## src/ssm_pkg.sv

```systemverilog
// Package of constants and carrier types for the safety stop input monitor.
package ssm_pkg;
  // Module clock rate in hertz.
  localparam int unsigned CLK_HZ = 25_000_000;
  // Channel simultaneity window in milliseconds.
  localparam int unsigned SIMUL_MS = 3000;
  // Simultaneity window in clock cycles, rounded down as a longest time.
  localparam int unsigned SIMUL_CYC = (CLK_HZ / 1000) * SIMUL_MS;
  // Least reset hold time in milliseconds.
  localparam int unsigned RST_MIN_MS = 250;
  // Longest reset hold time in milliseconds.
  localparam int unsigned RST_MAX_MS = 2000;
  // Least reset hold in cycles, rounded down.
  localparam int unsigned RST_MIN_CYC = (CLK_HZ / 1000) * RST_MIN_MS;
  // Longest reset hold in cycles, rounded down.
  localparam int unsigned RST_MAX_CYC = (CLK_HZ / 1000) * RST_MAX_MS;
  // Handshake test phase length in cycles.
  localparam int unsigned HS_PHASE_CYC = 8;
  // Lamp monitor setting value that selects monitored operation.
  localparam logic LAMP_MONITORED = 1'h0;

  // One two-channel pair: a safety stop input or its handshake outputs.
  typedef struct packed {
    logic chan_a;
    logic chan_b;
  } ssm_pair_t;

  // One pair of mute sensor inputs: sourcing and sinking.
  typedef struct packed {
    logic sourcing;
    logic sinking;
  } ssm_mute_pair_t;
endpackage

```

## src/ssm_monitor.sv

```systemverilog
// Top of the safety stop input monitor with mute and lamp handling.
`timescale 1ns/10ps
module ssm_monitor
  import ssm_pkg::*;
#(
  parameter int unsigned WINDOW_CYC = SIMUL_CYC,
  parameter int unsigned RESET_MIN_CYC = RST_MIN_CYC,
  parameter int unsigned RESET_MAX_CYC = RST_MAX_CYC
) (
  input wire logic i_ref_clk,
  input wire logic i_rst,
  input wire ssm_pair_t i_mutable_stop_interface,
  input wire ssm_pair_t i_general_stop_interface,
  input wire logic i_general_contact_mode,
  input wire logic i_mutable_contact_mode,
  input wire ssm_mute_pair_t i_mute_pair_one,
  input wire ssm_mute_pair_t i_mute_pair_two,
  input wire logic i_pair_two_enable,
  input wire logic i_lamp_monitor_select,
  input wire logic i_lamp_ok,
  input wire logic i_manual_reset_mode,
  input wire logic i_reset_button,
  input wire logic i_hazard_phase,
  output ssm_pair_t o_general_handshake,
  output ssm_pair_t o_mutable_handshake,
  output logic o_safety_out,
  output logic o_green,
  output logic o_aux_out,
  output logic o_mute_indicator_out,
  output logic o_muted,
  output logic o_lockout,
  output logic o_lamp_fault
);
  // Refuse at elaboration bounds that the reset check cannot serve.
  if (RESET_MIN_CYC < 1 || RESET_MAX_CYC <= RESET_MIN_CYC) begin : g_bad_rst
    $error("Reset hold bounds are not usable.");
  end
  // A contact opening can look mismatched for two handshake phases, so a
  // window that short would lock out on every honest opening.
  if (WINDOW_CYC <= 2 * HS_PHASE_CYC) begin : g_bad_window
    $error("Simultaneity window is too short for the handshake phases.");
  end

  localparam int RW = $clog2(RESET_MAX_CYC + 2);
  localparam int MW = $clog2(WINDOW_CYC + 2);
  localparam int HW = $clog2(HS_PHASE_CYC + 1);

  // Handshake test: phase counter and which channel is being pulsed low.
  logic [HW-1:0] hs_cnt_q;
  logic [1:0] hs_sel_q;
  // One-cycle contact wiring fault pulses for each interface.
  logic gen_fault_q;
  logic mut_fault_q;
  // Reset button hold counter and accepted-reset pulse.
  logic [RW-1:0] rb_cnt_q;
  logic rst_ok_q;
  // A manual reset is still owed after a lockout cleared.
  logic need_reset_q;
  // Mute pair activation timers and valid-pair flags.
  logic [MW-1:0] m1_cnt_q;
  logic [MW-1:0] m2_cnt_q;
  logic m1_ok_q;
  logic m2_ok_q;
  // Muted state, safety output register and lamp fault flag.
  logic muted_q;
  logic run_q;
  logic lamp_fault_q;

  wire gen_closed;
  wire gen_lock;
  wire mut_closed;
  wire mut_lock;
  // Channel levels with the handshake-driven lows masked in contact mode.
  ssm_pair_t gen_eff;
  ssm_pair_t mut_eff;

  // Contact faults feed the checkers so they share the lockout latch.
  ssm_simul #(.WINDOW_CYC(WINDOW_CYC)) u_general (
    .i_ref_clk(i_ref_clk),
    .i_rst(i_rst),
    .i_chan(gen_eff),
    .i_fault(gen_fault_q),
    .o_closed(gen_closed),
    .o_lockout(gen_lock),
    .o_cycled()
  );

  ssm_simul #(.WINDOW_CYC(WINDOW_CYC)) u_mutable (
    .i_ref_clk(i_ref_clk),
    .i_rst(i_rst),
    .i_chan(mut_eff),
    .i_fault(mut_fault_q),
    .o_closed(mut_closed),
    .o_lockout(mut_lock),
    .o_cycled()
  );

  // Handshake drive: both high, then A low alone, then B low alone.
  wire hs_a = ~hs_sel_q[0];
  wire hs_b = ~hs_sel_q[1];
  wire hs_end = hs_cnt_q == HW'(HS_PHASE_CYC - 1);

  // A channel whose handshake is held low cannot show its contact, so it
  // counts as closed for that phase. Limitation: a lone opening on that
  // channel is seen up to one phase late; the other channel still drops.
  assign gen_eff = '{
    chan_a: i_general_stop_interface.chan_a |
            (i_general_contact_mode & ~hs_a),
    chan_b: i_general_stop_interface.chan_b |
            (i_general_contact_mode & ~hs_b)};
  assign mut_eff = '{
    chan_a: i_mutable_stop_interface.chan_a |
            (i_mutable_contact_mode & ~hs_a),
    chan_b: i_mutable_stop_interface.chan_b |
            (i_mutable_contact_mode & ~hs_b)};

  // Step the handshake phase; each phase lasts a fixed number of cycles.
  always_ff @(posedge i_ref_clk) begin
    if (i_rst) begin
      hs_cnt_q <= '0;
      hs_sel_q <= 2'h0;
    end else if (hs_end) begin
      hs_cnt_q <= '0;
      hs_sel_q <= (hs_sel_q == 2'h0) ? 2'h1 :
                  (hs_sel_q == 2'h1) ? 2'h2 : 2'h0;
    end else begin
      hs_cnt_q <= hs_cnt_q + HW'(1);
    end
  end

  // A closed contact must echo only its own handshake. Echo while driven
  // low means foreign supply or cross short; no echo while driven high on
  // a closed pair means high resistance or lost ground. Checks at phase end
  // only, so wiring capacitance has settled.
  wire gen_bad = hs_end &&
    ((i_general_stop_interface.chan_a && !hs_a) ||
     (i_general_stop_interface.chan_b && !hs_b) ||
     (gen_closed && hs_sel_q == 2'h0 &&
      !(i_general_stop_interface.chan_a && i_general_stop_interface.chan_b)));
  wire mut_bad = hs_end &&
    ((i_mutable_stop_interface.chan_a && !hs_a) ||
     (i_mutable_stop_interface.chan_b && !hs_b) ||
     (mut_closed && hs_sel_q == 2'h0 &&
      !(i_mutable_stop_interface.chan_a && i_mutable_stop_interface.chan_b)));

  // Fault flags pulse into the lockout latch; contact mode only.
  always_ff @(posedge i_ref_clk) begin
    if (i_rst) begin
      gen_fault_q <= 1'b0;
      mut_fault_q <= 1'b0;
    end else begin
      gen_fault_q <= i_general_contact_mode && gen_bad;
      mut_fault_q <= i_mutable_contact_mode && mut_bad;
    end
  end

  // Reset button: accept release after a hold inside the legal band.
  always_ff @(posedge i_ref_clk) begin
    if (i_rst) begin
      rb_cnt_q <= '0;
      rst_ok_q <= 1'b0;
    end else begin
      rst_ok_q <= !i_reset_button && rb_cnt_q >= RW'(RESET_MIN_CYC) &&
                  rb_cnt_q <= RW'(RESET_MAX_CYC);
      if (!i_reset_button) begin
        rb_cnt_q <= '0;
      end else if (rb_cnt_q <= RW'(RESET_MAX_CYC)) begin
        // Saturate just past the limit so an overlong hold stays invalid.
        rb_cnt_q <= rb_cnt_q + RW'(1);
      end
    end
  end

  wire any_lock = gen_lock | mut_lock;

  // After a lockout clears, manual mode still owes a reset routine.
  always_ff @(posedge i_ref_clk) begin
    if (i_rst) begin
      need_reset_q <= 1'b0;
    end else if (any_lock) begin
      need_reset_q <= i_manual_reset_mode;
    end else if (rst_ok_q) begin
      need_reset_q <= 1'b0;
    end
  end

  // Mute pairs: sourcing active high, sinking pulls low when active.
  wire p1_a = i_mute_pair_one.sourcing;
  wire p1_b = ~i_mute_pair_one.sinking;
  wire p2_a = i_mute_pair_two.sourcing & i_pair_two_enable;
  wire p2_b = ~i_mute_pair_two.sinking & i_pair_two_enable;

  // A pair is valid only if both sides came on within the window; the
  // flag drops when either side drops, so a slow pair never mutes.
  always_ff @(posedge i_ref_clk) begin
    if (i_rst || !(p1_a | p1_b)) begin
      m1_cnt_q <= '0;
      m1_ok_q <= 1'b0;
    end else if (p1_a & p1_b) begin
      m1_ok_q <= m1_ok_q | (m1_cnt_q <= MW'(WINDOW_CYC));
    end else if (m1_cnt_q <= MW'(WINDOW_CYC)) begin
      m1_cnt_q <= m1_cnt_q + MW'(1);
      m1_ok_q <= 1'b0;
    end else begin
      m1_ok_q <= 1'b0;
    end
  end

  always_ff @(posedge i_ref_clk) begin
    if (i_rst || !(p2_a | p2_b)) begin
      m2_cnt_q <= '0;
      m2_ok_q <= 1'b0;
    end else if (p2_a & p2_b) begin
      m2_ok_q <= m2_ok_q | (m2_cnt_q <= MW'(WINDOW_CYC));
    end else if (m2_cnt_q <= MW'(WINDOW_CYC)) begin
      m2_cnt_q <= m2_cnt_q + MW'(1);
      m2_ok_q <= 1'b0;
    end else begin
      m2_ok_q <= 1'b0;
    end
  end

  // The mute sensors are trusted to mean hazard absent; the hazard input
  // is a second guard so a misplaced sensor cannot mute a live stroke.
  wire mute_req = (m1_ok_q | m2_ok_q) & !i_hazard_phase;
  wire lamp_mon = i_lamp_monitor_select == LAMP_MONITORED;
  wire lamp_bad = lamp_mon & !i_lamp_ok;

  // Enter mute only with a good lamp when monitored; an active mute may continue.
  always_ff @(posedge i_ref_clk) begin
    if (i_rst || any_lock || !mute_req) begin
      muted_q <= 1'b0;
    end else if (!muted_q && !lamp_bad && run_q) begin
      muted_q <= 1'b1;
    end
  end

  // Lamp fault is only reported when monitoring is selected.
  always_ff @(posedge i_ref_clk) begin
    if (i_rst) begin
      lamp_fault_q <= 1'b0;
    end else begin
      lamp_fault_q <= lamp_bad;
    end
  end

  // The general stop always counts; the muteable one may be bypassed.
  wire stop_ok = gen_closed & (mut_closed | muted_q);

  // Run is held off in lockout and until any owed reset is given.
  always_ff @(posedge i_ref_clk) begin
    if (i_rst || any_lock) begin
      run_q <= 1'b0;
    end else begin
      run_q <= stop_ok && !need_reset_q;
    end
  end

  assign o_general_handshake = '{chan_a: hs_a, chan_b: hs_b};
  assign o_mutable_handshake = '{chan_a: hs_a, chan_b: hs_b};
  assign o_safety_out = run_q;
  assign o_green = run_q;
  assign o_aux_out = run_q;
  assign o_mute_indicator_out = muted_q;
  assign o_muted = muted_q;
  // Lockout stands until the in-step cycle and any owed reset are done.
  assign o_lockout = any_lock | need_reset_q;
  assign o_lamp_fault = lamp_fault_q;
endmodule

```

## src/ssm_simul.sv

```systemverilog
// Simultaneity checker and lockout latch for one two-channel stop input.
`timescale 1ns/10ps
module ssm_simul
  import ssm_pkg::*;
#(
  parameter int unsigned WINDOW_CYC = SIMUL_CYC
) (
  input wire logic i_ref_clk,
  input wire logic i_rst,
  input wire ssm_pair_t i_chan,
  input wire logic i_fault,
  output logic o_closed,
  output logic o_lockout,
  output logic o_cycled
);
  // Refuse at elaboration a window that the counter cannot time.
  if (WINDOW_CYC < 1) begin : g_bad_window
    $error("Simultaneity window must be at least one cycle.");
  end

  localparam int CW = $clog2(WINDOW_CYC + 1);

  // Cycles spent with the channels in disagreement.
  logic [CW-1:0] cnt_q;
  // Lockout latch; set on timeout or wiring fault.
  logic lock_q;
  // Seen both channels open in step since the lockout was set.
  logic seen_open_q;
  // Agreed state of the two channels.
  logic closed_q;
  // One-cycle pulse: a full in-step open then close cycle after lockout.
  logic cycled_q;

  wire differ = i_chan.chan_a ^ i_chan.chan_b;
  wire both_closed = i_chan.chan_a & i_chan.chan_b;
  wire both_open = ~(i_chan.chan_a | i_chan.chan_b);
  wire timeout = differ && (cnt_q >= CW'(WINDOW_CYC));

  // Count from the first transition; clear when the second channel agrees.
  always_ff @(posedge i_ref_clk) begin
    if (i_rst || !differ) begin
      cnt_q <= '0;
    end else if (!timeout) begin
      cnt_q <= cnt_q + CW'(1);
    end
  end

  // Latch lockout; clear only after an in-step open then close cycle.
  always_ff @(posedge i_ref_clk) begin
    if (i_rst) begin
      lock_q <= 1'b0;
      seen_open_q <= 1'b0;
      cycled_q <= 1'b0;
    end else begin
      cycled_q <= 1'b0;
      if (timeout || i_fault) begin
        lock_q <= 1'b1;
        seen_open_q <= 1'b0;
      end else if (lock_q && both_open) begin
        seen_open_q <= 1'b1;
      end else if (lock_q && seen_open_q && both_closed) begin
        lock_q <= 1'b0;
        seen_open_q <= 1'b0;
        cycled_q <= 1'b1;
      end
    end
  end

  // Agreed channel state closes only when both channels close; any mismatch opens it.
  always_ff @(posedge i_ref_clk) begin
    if (i_rst) begin
      closed_q <= 1'b0;
    end else if (both_closed) begin
      closed_q <= 1'b1;
    end else if (both_open || differ) begin
      // Any opening channel stops at once; safety takes the first edge.
      closed_q <= 1'b0;
    end
  end

  assign o_closed = closed_q;
  assign o_lockout = lock_q;
  assign o_cycled = cycled_q;
endmodule

```

## config.mk

```make
export PLATFORM = sky130hd
export DESIGN_NAME = ssm_monitor
export DESIGN_NICKNAME = d
export VERILOG_FILES = /design/src/ssm_pkg.sv /design/src/ssm_monitor.sv /design/src/ssm_simul.sv
export SDC_FILE = /design/constraint.sdc
export NUM_CORES = 1
export LEC_CHECK = 0
export CORE_UTILIZATION = 60
export CTS_CLUSTER_DIAMETER = 150
export DETAILED_ROUTE_END_ITERATION = 8
export DONT_BUFFER_PORTS = 1
export PLACE_DENSITY = 0.76
export SYNTH_ARGS = -nofsm -noshare
export SYNTH_HDL_FRONTEND = slang
export SYNTH_SLANG_ARGS = --single-unit
```

## constraint.sdc

```tcl
create_clock -name i_ref_clk -period 4 [get_ports i_ref_clk]
set_clock_uncertainty 0.15 [all_clocks]
set_input_delay 0.2 -clock i_ref_clk [delete_from_list [all_inputs] [get_ports i_ref_clk]]
set_output_delay 0.2 -clock i_ref_clk [all_outputs]
set_load 0.02 [all_outputs]
```

# --- After elaboration in Yosys (flattened, before gate mapping) ---
# Cells that the tools add are included.
totals:
  reg_bits: 155
  inputBits: 18
  wordCells: 165
op_classes:
  addsub: 6
  order_cmp: 6
  n_eq_ne: 4
  n_mux: 16
  bitwise_logic: 39
  n_reduce_logical: 72
ops:
  columns: ["op", "count"]
  rows:
  - ["adder 27 x 1 -> 27 bit, second input constant", 4]
  - ["greater-or-equal comparator 27 bit, second input constant", 2]
  - ["less-or-equal comparator 27 bit, second input constant", 2]
  - ["logical AND 1 bit", 27]
  - ["adder 26 x 1 -> 26 bit, second input constant", 1]
  - ["greater-or-equal comparator 26 x 23 -> 1 bit, second input constant", 1]
  - ["less-or-equal comparator 26 bit, second input constant", 1]
  - ["logical OR 1 bit", 14]
  - ["two-way mux 1 bit", 14]
  - ["OR 1 bit", 14]
  - ["nonzero test 2 bit", 7]
  - ["bitwise AND 1 bit", 13]
  - ["logical NOT 1 bit", 13]
  - ["OR reduction 2 bit", 6]
  - ["NOT 1 bit", 10]
  - ["AND reduction 2 bit", 4]
  - ["adder 4 x 1 -> 4 bit, second input constant", 1]
  - ["equality test 4 x 3 -> 1 bit, second input constant", 1]
  - ["two-way mux 2 bit", 2]
  - ["inequality test 2 x 1 -> 1 bit, second input constant", 2]
  - ["equality test 2 x 1 -> 1 bit, second input constant", 1]
  - ["logical NOT 2 bit", 1]
  - ["XOR 1 bit", 2]

# --- Logic depth before layout (Yosys ltp) ---
logic_depth:
  ltp_word: 7
  mapped_depth: 10
  mapped_depth_nobuf: 8

# --- Hierarchy ---
# A second synthesis with hierarchy kept.
hier_totals:
  hier_cells: 988
  area_unflattened_um2: 8239.2
modules_own_cells:
  columns: ["mod", "n_inst", "cells_per_inst", "area_each_um2", "seq_area_each_um2"]
  rows:
  - ["ssm_monitor", 1, 586, 4901.0, 1901.8]
  - ["ssm_simul at u_general", 1, 209, 1734.2, 620.6]
  - ["ssm_simul at u_mutable", 1, 193, 1604.0, 620.6]

# --- Worst setup path before layout ---
# No wires, ideal clock.
synth_timing:
  kind: "flip-flop to flip-flop"
  startpoint: "register m2_cnt_q[0]"
  endpoint: "register m2_cnt_q[22]"
  setup_ns: 0.070
  t_arrival_ns: 2.164
  t_required_ns: 3.780
  setup_slack_ns: 1.616
  stages_incl_launch_ff: 8
  n_path_buf: 0
  synth_period_minus_slack_ns: 2.384
  path_cell_list: "dfxtp_1 -> inv_1 -> ha_1 -> or4b_1 -> o41ai_4 -> o2111ai_2 -> or4_1 -> a21oi_1"
synth_between:
  elab_chain_len: 2
  elab_cells_between_ends: 3
synth_rtl:
  columns: ["element", "line", "source"]
  rows:
  - ["from (decl)", "ssm_monitor.sv:61", "logic [MW-1:0] m2_cnt_q;"]
  - ["from (signal assigned)", "ssm_monitor.sv:216", "m2_cnt_q <= m2_cnt_q + MW'(1);"]
  - ["less-or-equal comparator 27 bit", "ssm_monitor.sv:215", "end else if (m2_cnt_q <= MW'(WINDOW_CYC)) begin"]
  - ["AND reduction 2 bit (no source line)", null, null]
# Several ways; a longest one is shown, not always the timed one.
# A chain may end at the register's enable or synchronous reset.

# --- Final worst setup path ---
# Same ends and word-level chain as after synthesis.

==> results.sh <==
export IMPL_outcome="complete, no violations"
export IMPL_dr_pass1_iters=5
export IMPL_drive_gt1_share_pct=4.79
export IMPL_drtIter0Drc=587
export IMPL_ir_worst_vdd_mv=0.415
export IMPL_cp_required_ns=4.19
export IMPL_n_antenna_cell=0
export IMPL_synth_area_sq_mm=0.00790
export IMPL_path_class="flop to flop"
export IMPL_cp_end_kind="flop"
export IMPL_drv_cap=0
export IMPL_ys_seq_elements=155
export IMPL_drt_wl_total_um=18200
export IMPL_drc=0
export IMPL_power_share_sequential_pct=45.7
export IMPL_clkPwrFrac_pct=51.2
export IMPL_h_tree_depth=4
export IMPL_gp_congestion=0.834
export IMPL_crit_buf_inv=1
export IMPL_rsz0062_at_grt="false"
export IMPL_p_sw_share_pct=20.1
export IMPL_overflow=0
export IMPL_drtAntennaViolNets=0
export IMPL_fmax_mhz=317
export IMPL_core_area_sq_mm=0.0127
export IMPL_power_frac_comb_pct=3.1
export IMPL_arrival_ns=3.34
export IMPL_antenna_found_initial=0
export IMPL_die_y_um=117
export IMPL_min_period_ns=3.15
export IMPL_path_delay_family="compound AO/OA/AOI/OAI gates"
export IMPL_cts_made_buffers=17
export IMPL_area_delta_synth_final_pct=10.8
export IMPL_synth_area_per_cell_sq_um=8.07
export IMPL_io_pin_count=29
export IMPL_synthTopCellsByArea="dfxtp_1 39%, a21oi_1 6.3%, or3_1 4.6%"
export IMPL_finalMaxSlewViolations=0
export IMPL_hold_path_class="input pin to flop"
export IMPL_power_density_mw_per_mm2=392
export IMPL_clk_path_buf_depth=2
export IMPL_setup_viol=0
export IMPL_critPathLaunchType="flop"
export IMPL_cts_sinks=155
export IMPL_maxSlewHeadroom_pct=30.1
export IMPL_num_rows=41
export IMPL_start_util_pct=62.1
export IMPL_die_w_um=117
export IMPL_critPathMaxFanout=14
export IMPL_nets=1006
export IMPL_cts_root_buf="clkbuf_16"
export IMPL_hpwl_um=12000
export IMPL_avgViaCountPerCell=6.28
export IMPL_pre_cts_slack_ns=0.862
export IMPL_clk_latency_ns=0.43
export IMPL_tightest_slew_ns=1.04
export IMPL_clk_pin_slew_ns=0.06
export IMPL_p_int_uw=2740
export IMPL_wl_per_cell_um=15.8
export IMPL_synth_common_cells="155 x dfxtp_1, 100 x a21oi_1, 74 x nand2_1, 67 x nor2_1, 64 x o21ai_0"
export IMPL_port_buffers=0
export IMPL_p_leak_uw=0.00277
export IMPL_vias=7249
export IMPL_syn_nets=1014
export IMPL_slowest_delay_ns=0.70
export IMPL_synth_most_common_cell="dfxtp_1"
export IMPL_synth_largest_area_cell="dfxtp_1"
export IMPL_cts_tree="yes"
export IMPL_wl_met2_um=8880
export IMPL_highest_layer="met4"
export IMPL_fin_tns_setup_ns=0
export IMPL_grt_max_degree=42
export IMPL_wl_met1_um=8140
export IMPL_synthArstFlopShare_pct=0
export IMPL_path_cells="inv_1 -> ha_1 -> or4b_1 -> o41ai_4 -> o2111ai_2 -> or4_1 -> a21oi_1"
export IMPL_ctsResizeCount=0
export IMPL_post_route_period_util_pct=78.8
export IMPL_grt_pass1_wl_um=30400
export IMPL_fin_ws_ns=0.850
export IMPL_fillers=1066
export IMPL_netlist_area_leader_share_pct=39.3
export IMPL_dieArea_sq_mm=0.0136
export IMPL_cp_slowest_cell="o41ai_4"
export IMPL_yosys_warnings=0
export IMPL_synth_edff_count=0
export IMPL_ys_types=61
export IMPL_p_switching_uw=691
export IMPL_grt_pass1_vias=6694
export IMPL_hold_viol_final=0
export IMPL_synthFlopType="dfxtp_1"
export IMPL_synthCells=979
export IMPL_seq_area_frac_synth_pct=39.3
export IMPL_gr_usage_all_layers_pct=28.2
export IMPL_wl_met3_um=803
kinds of logic after synthesis:
group / Yosys count / share of synthesized area [%]
buf+inv: 85 / 4.44
flops: 155 / 39.3
compound gates: 245 / 18.7
xor+xnor: 40 / 4.44
simple gates: 434 / 30.0
fa+ha+maj: 17 / 2.69
mux: 3 / 0.380
area by class of cell:
type	instances	area [sq um]	area share [%]
multi-input combinational	739	4450	50.8
sequential	155	3100	35.5
clock buffer	22	474	5.42
tap	172	215	2.46
timing repair buffer	22	208	2.37
clock inverter	8	165	1.89
inverter	36	135	1.54
per-stage QoR:
step / utilization (%) / cells / power, uW / hold WS (ns) / instance area [sq um]
detailed placement: 62.4 / 1107 / 1690 / 0.129 / 7940
floorplan: - / 979 / 1670 / 0.129 / 7900
CTS: 68.8 / 1154 / 3450 / 0.00949 / 8750
finish: 68.8 / 1154 / 3430 / 0.0470 / 8750
global route: 68.8 / 1154 / 3530 / 0.0444 / 8750
global placement: 62.4 / 1107 / 1680 / 0.128 / 7940
power groups by stage:
stage | Clock, uW | Sequential [uW] | Combinational, uW
5_1_grt | 1840 | 1570 | 117
3_3_place_gp | 0 | 1600 | 84.6
2_1_floorplan | 0 | 1600 | 75.5
4_1_cts | 1780 | 1570 | 105
3_5_place_dp | 0 | 1600 | 87.8
6_report | 1760 | 1570 | 106
repair_timing:
| action | CTS | global route |
|---|---|---|
| setup buffers | 0 | 0 |
| hold endpoints to repair | 31 | 0 |
| hold buffers | 17 | 0 |
| endpoints found under the setup margin | 0 | 0 |
cell usage in the layout (no fill, tap or decap), drive strengths merged, types with 5 or more instances in the layout:
cell type and count:
or3 58, a21oi 100, ha 17, xnor2 13
nor4b 5, buf 5, o31ai 22, clkbuf 22
and2 15, nor3 23, dfxtp 155, nand2 74
and4 10, o21a 5, o211ai 12, and3 16
dlygate4sd3 17, xor2 27, o21ai 67, bufinv 5
or4 23, inv 36, o2111ai 5, nor4 21
a21o 6, nand4 32, nor2 67, nand2b 7
nand3 59
state kept, by name, indices dropped and copies added, names as in the netlist, 2 cells and up:
name and cells:
hs_cnt_q 4, u_general.cnt_q 27, m2_cnt_q 27, u_mutable.cnt_q 27, m1_cnt_q 27, hs_sel_q 2, rb_cnt_q 26
path summary, 6_finish.rpt:
| check | start | endpoint | slack, ns | cells past startpoint |
|---|---|---|---|---|
| min | i_mute_pair_two[1] | m2_ok_q | 0.05 | 2 |
| min reg2reg | mut_fault_q | u_mutable.seen_open_q | 0.27 | 1 |
| max reg2reg | m2_cnt_q[0] | m2_cnt_q[22] | 0.85 | 7 |
| max | m2_cnt_q[0] | m2_cnt_q[22] | 0.85 | 7 |
per-layer routing:
metal	vias up	GRT usage, %
li1	3582	-
met1	3462	34.1
met2	170	48.1
met3	35	6.69
met4	0	11.1
met5	-	0
No activity file was read; power rests on OpenSTA's default activity.
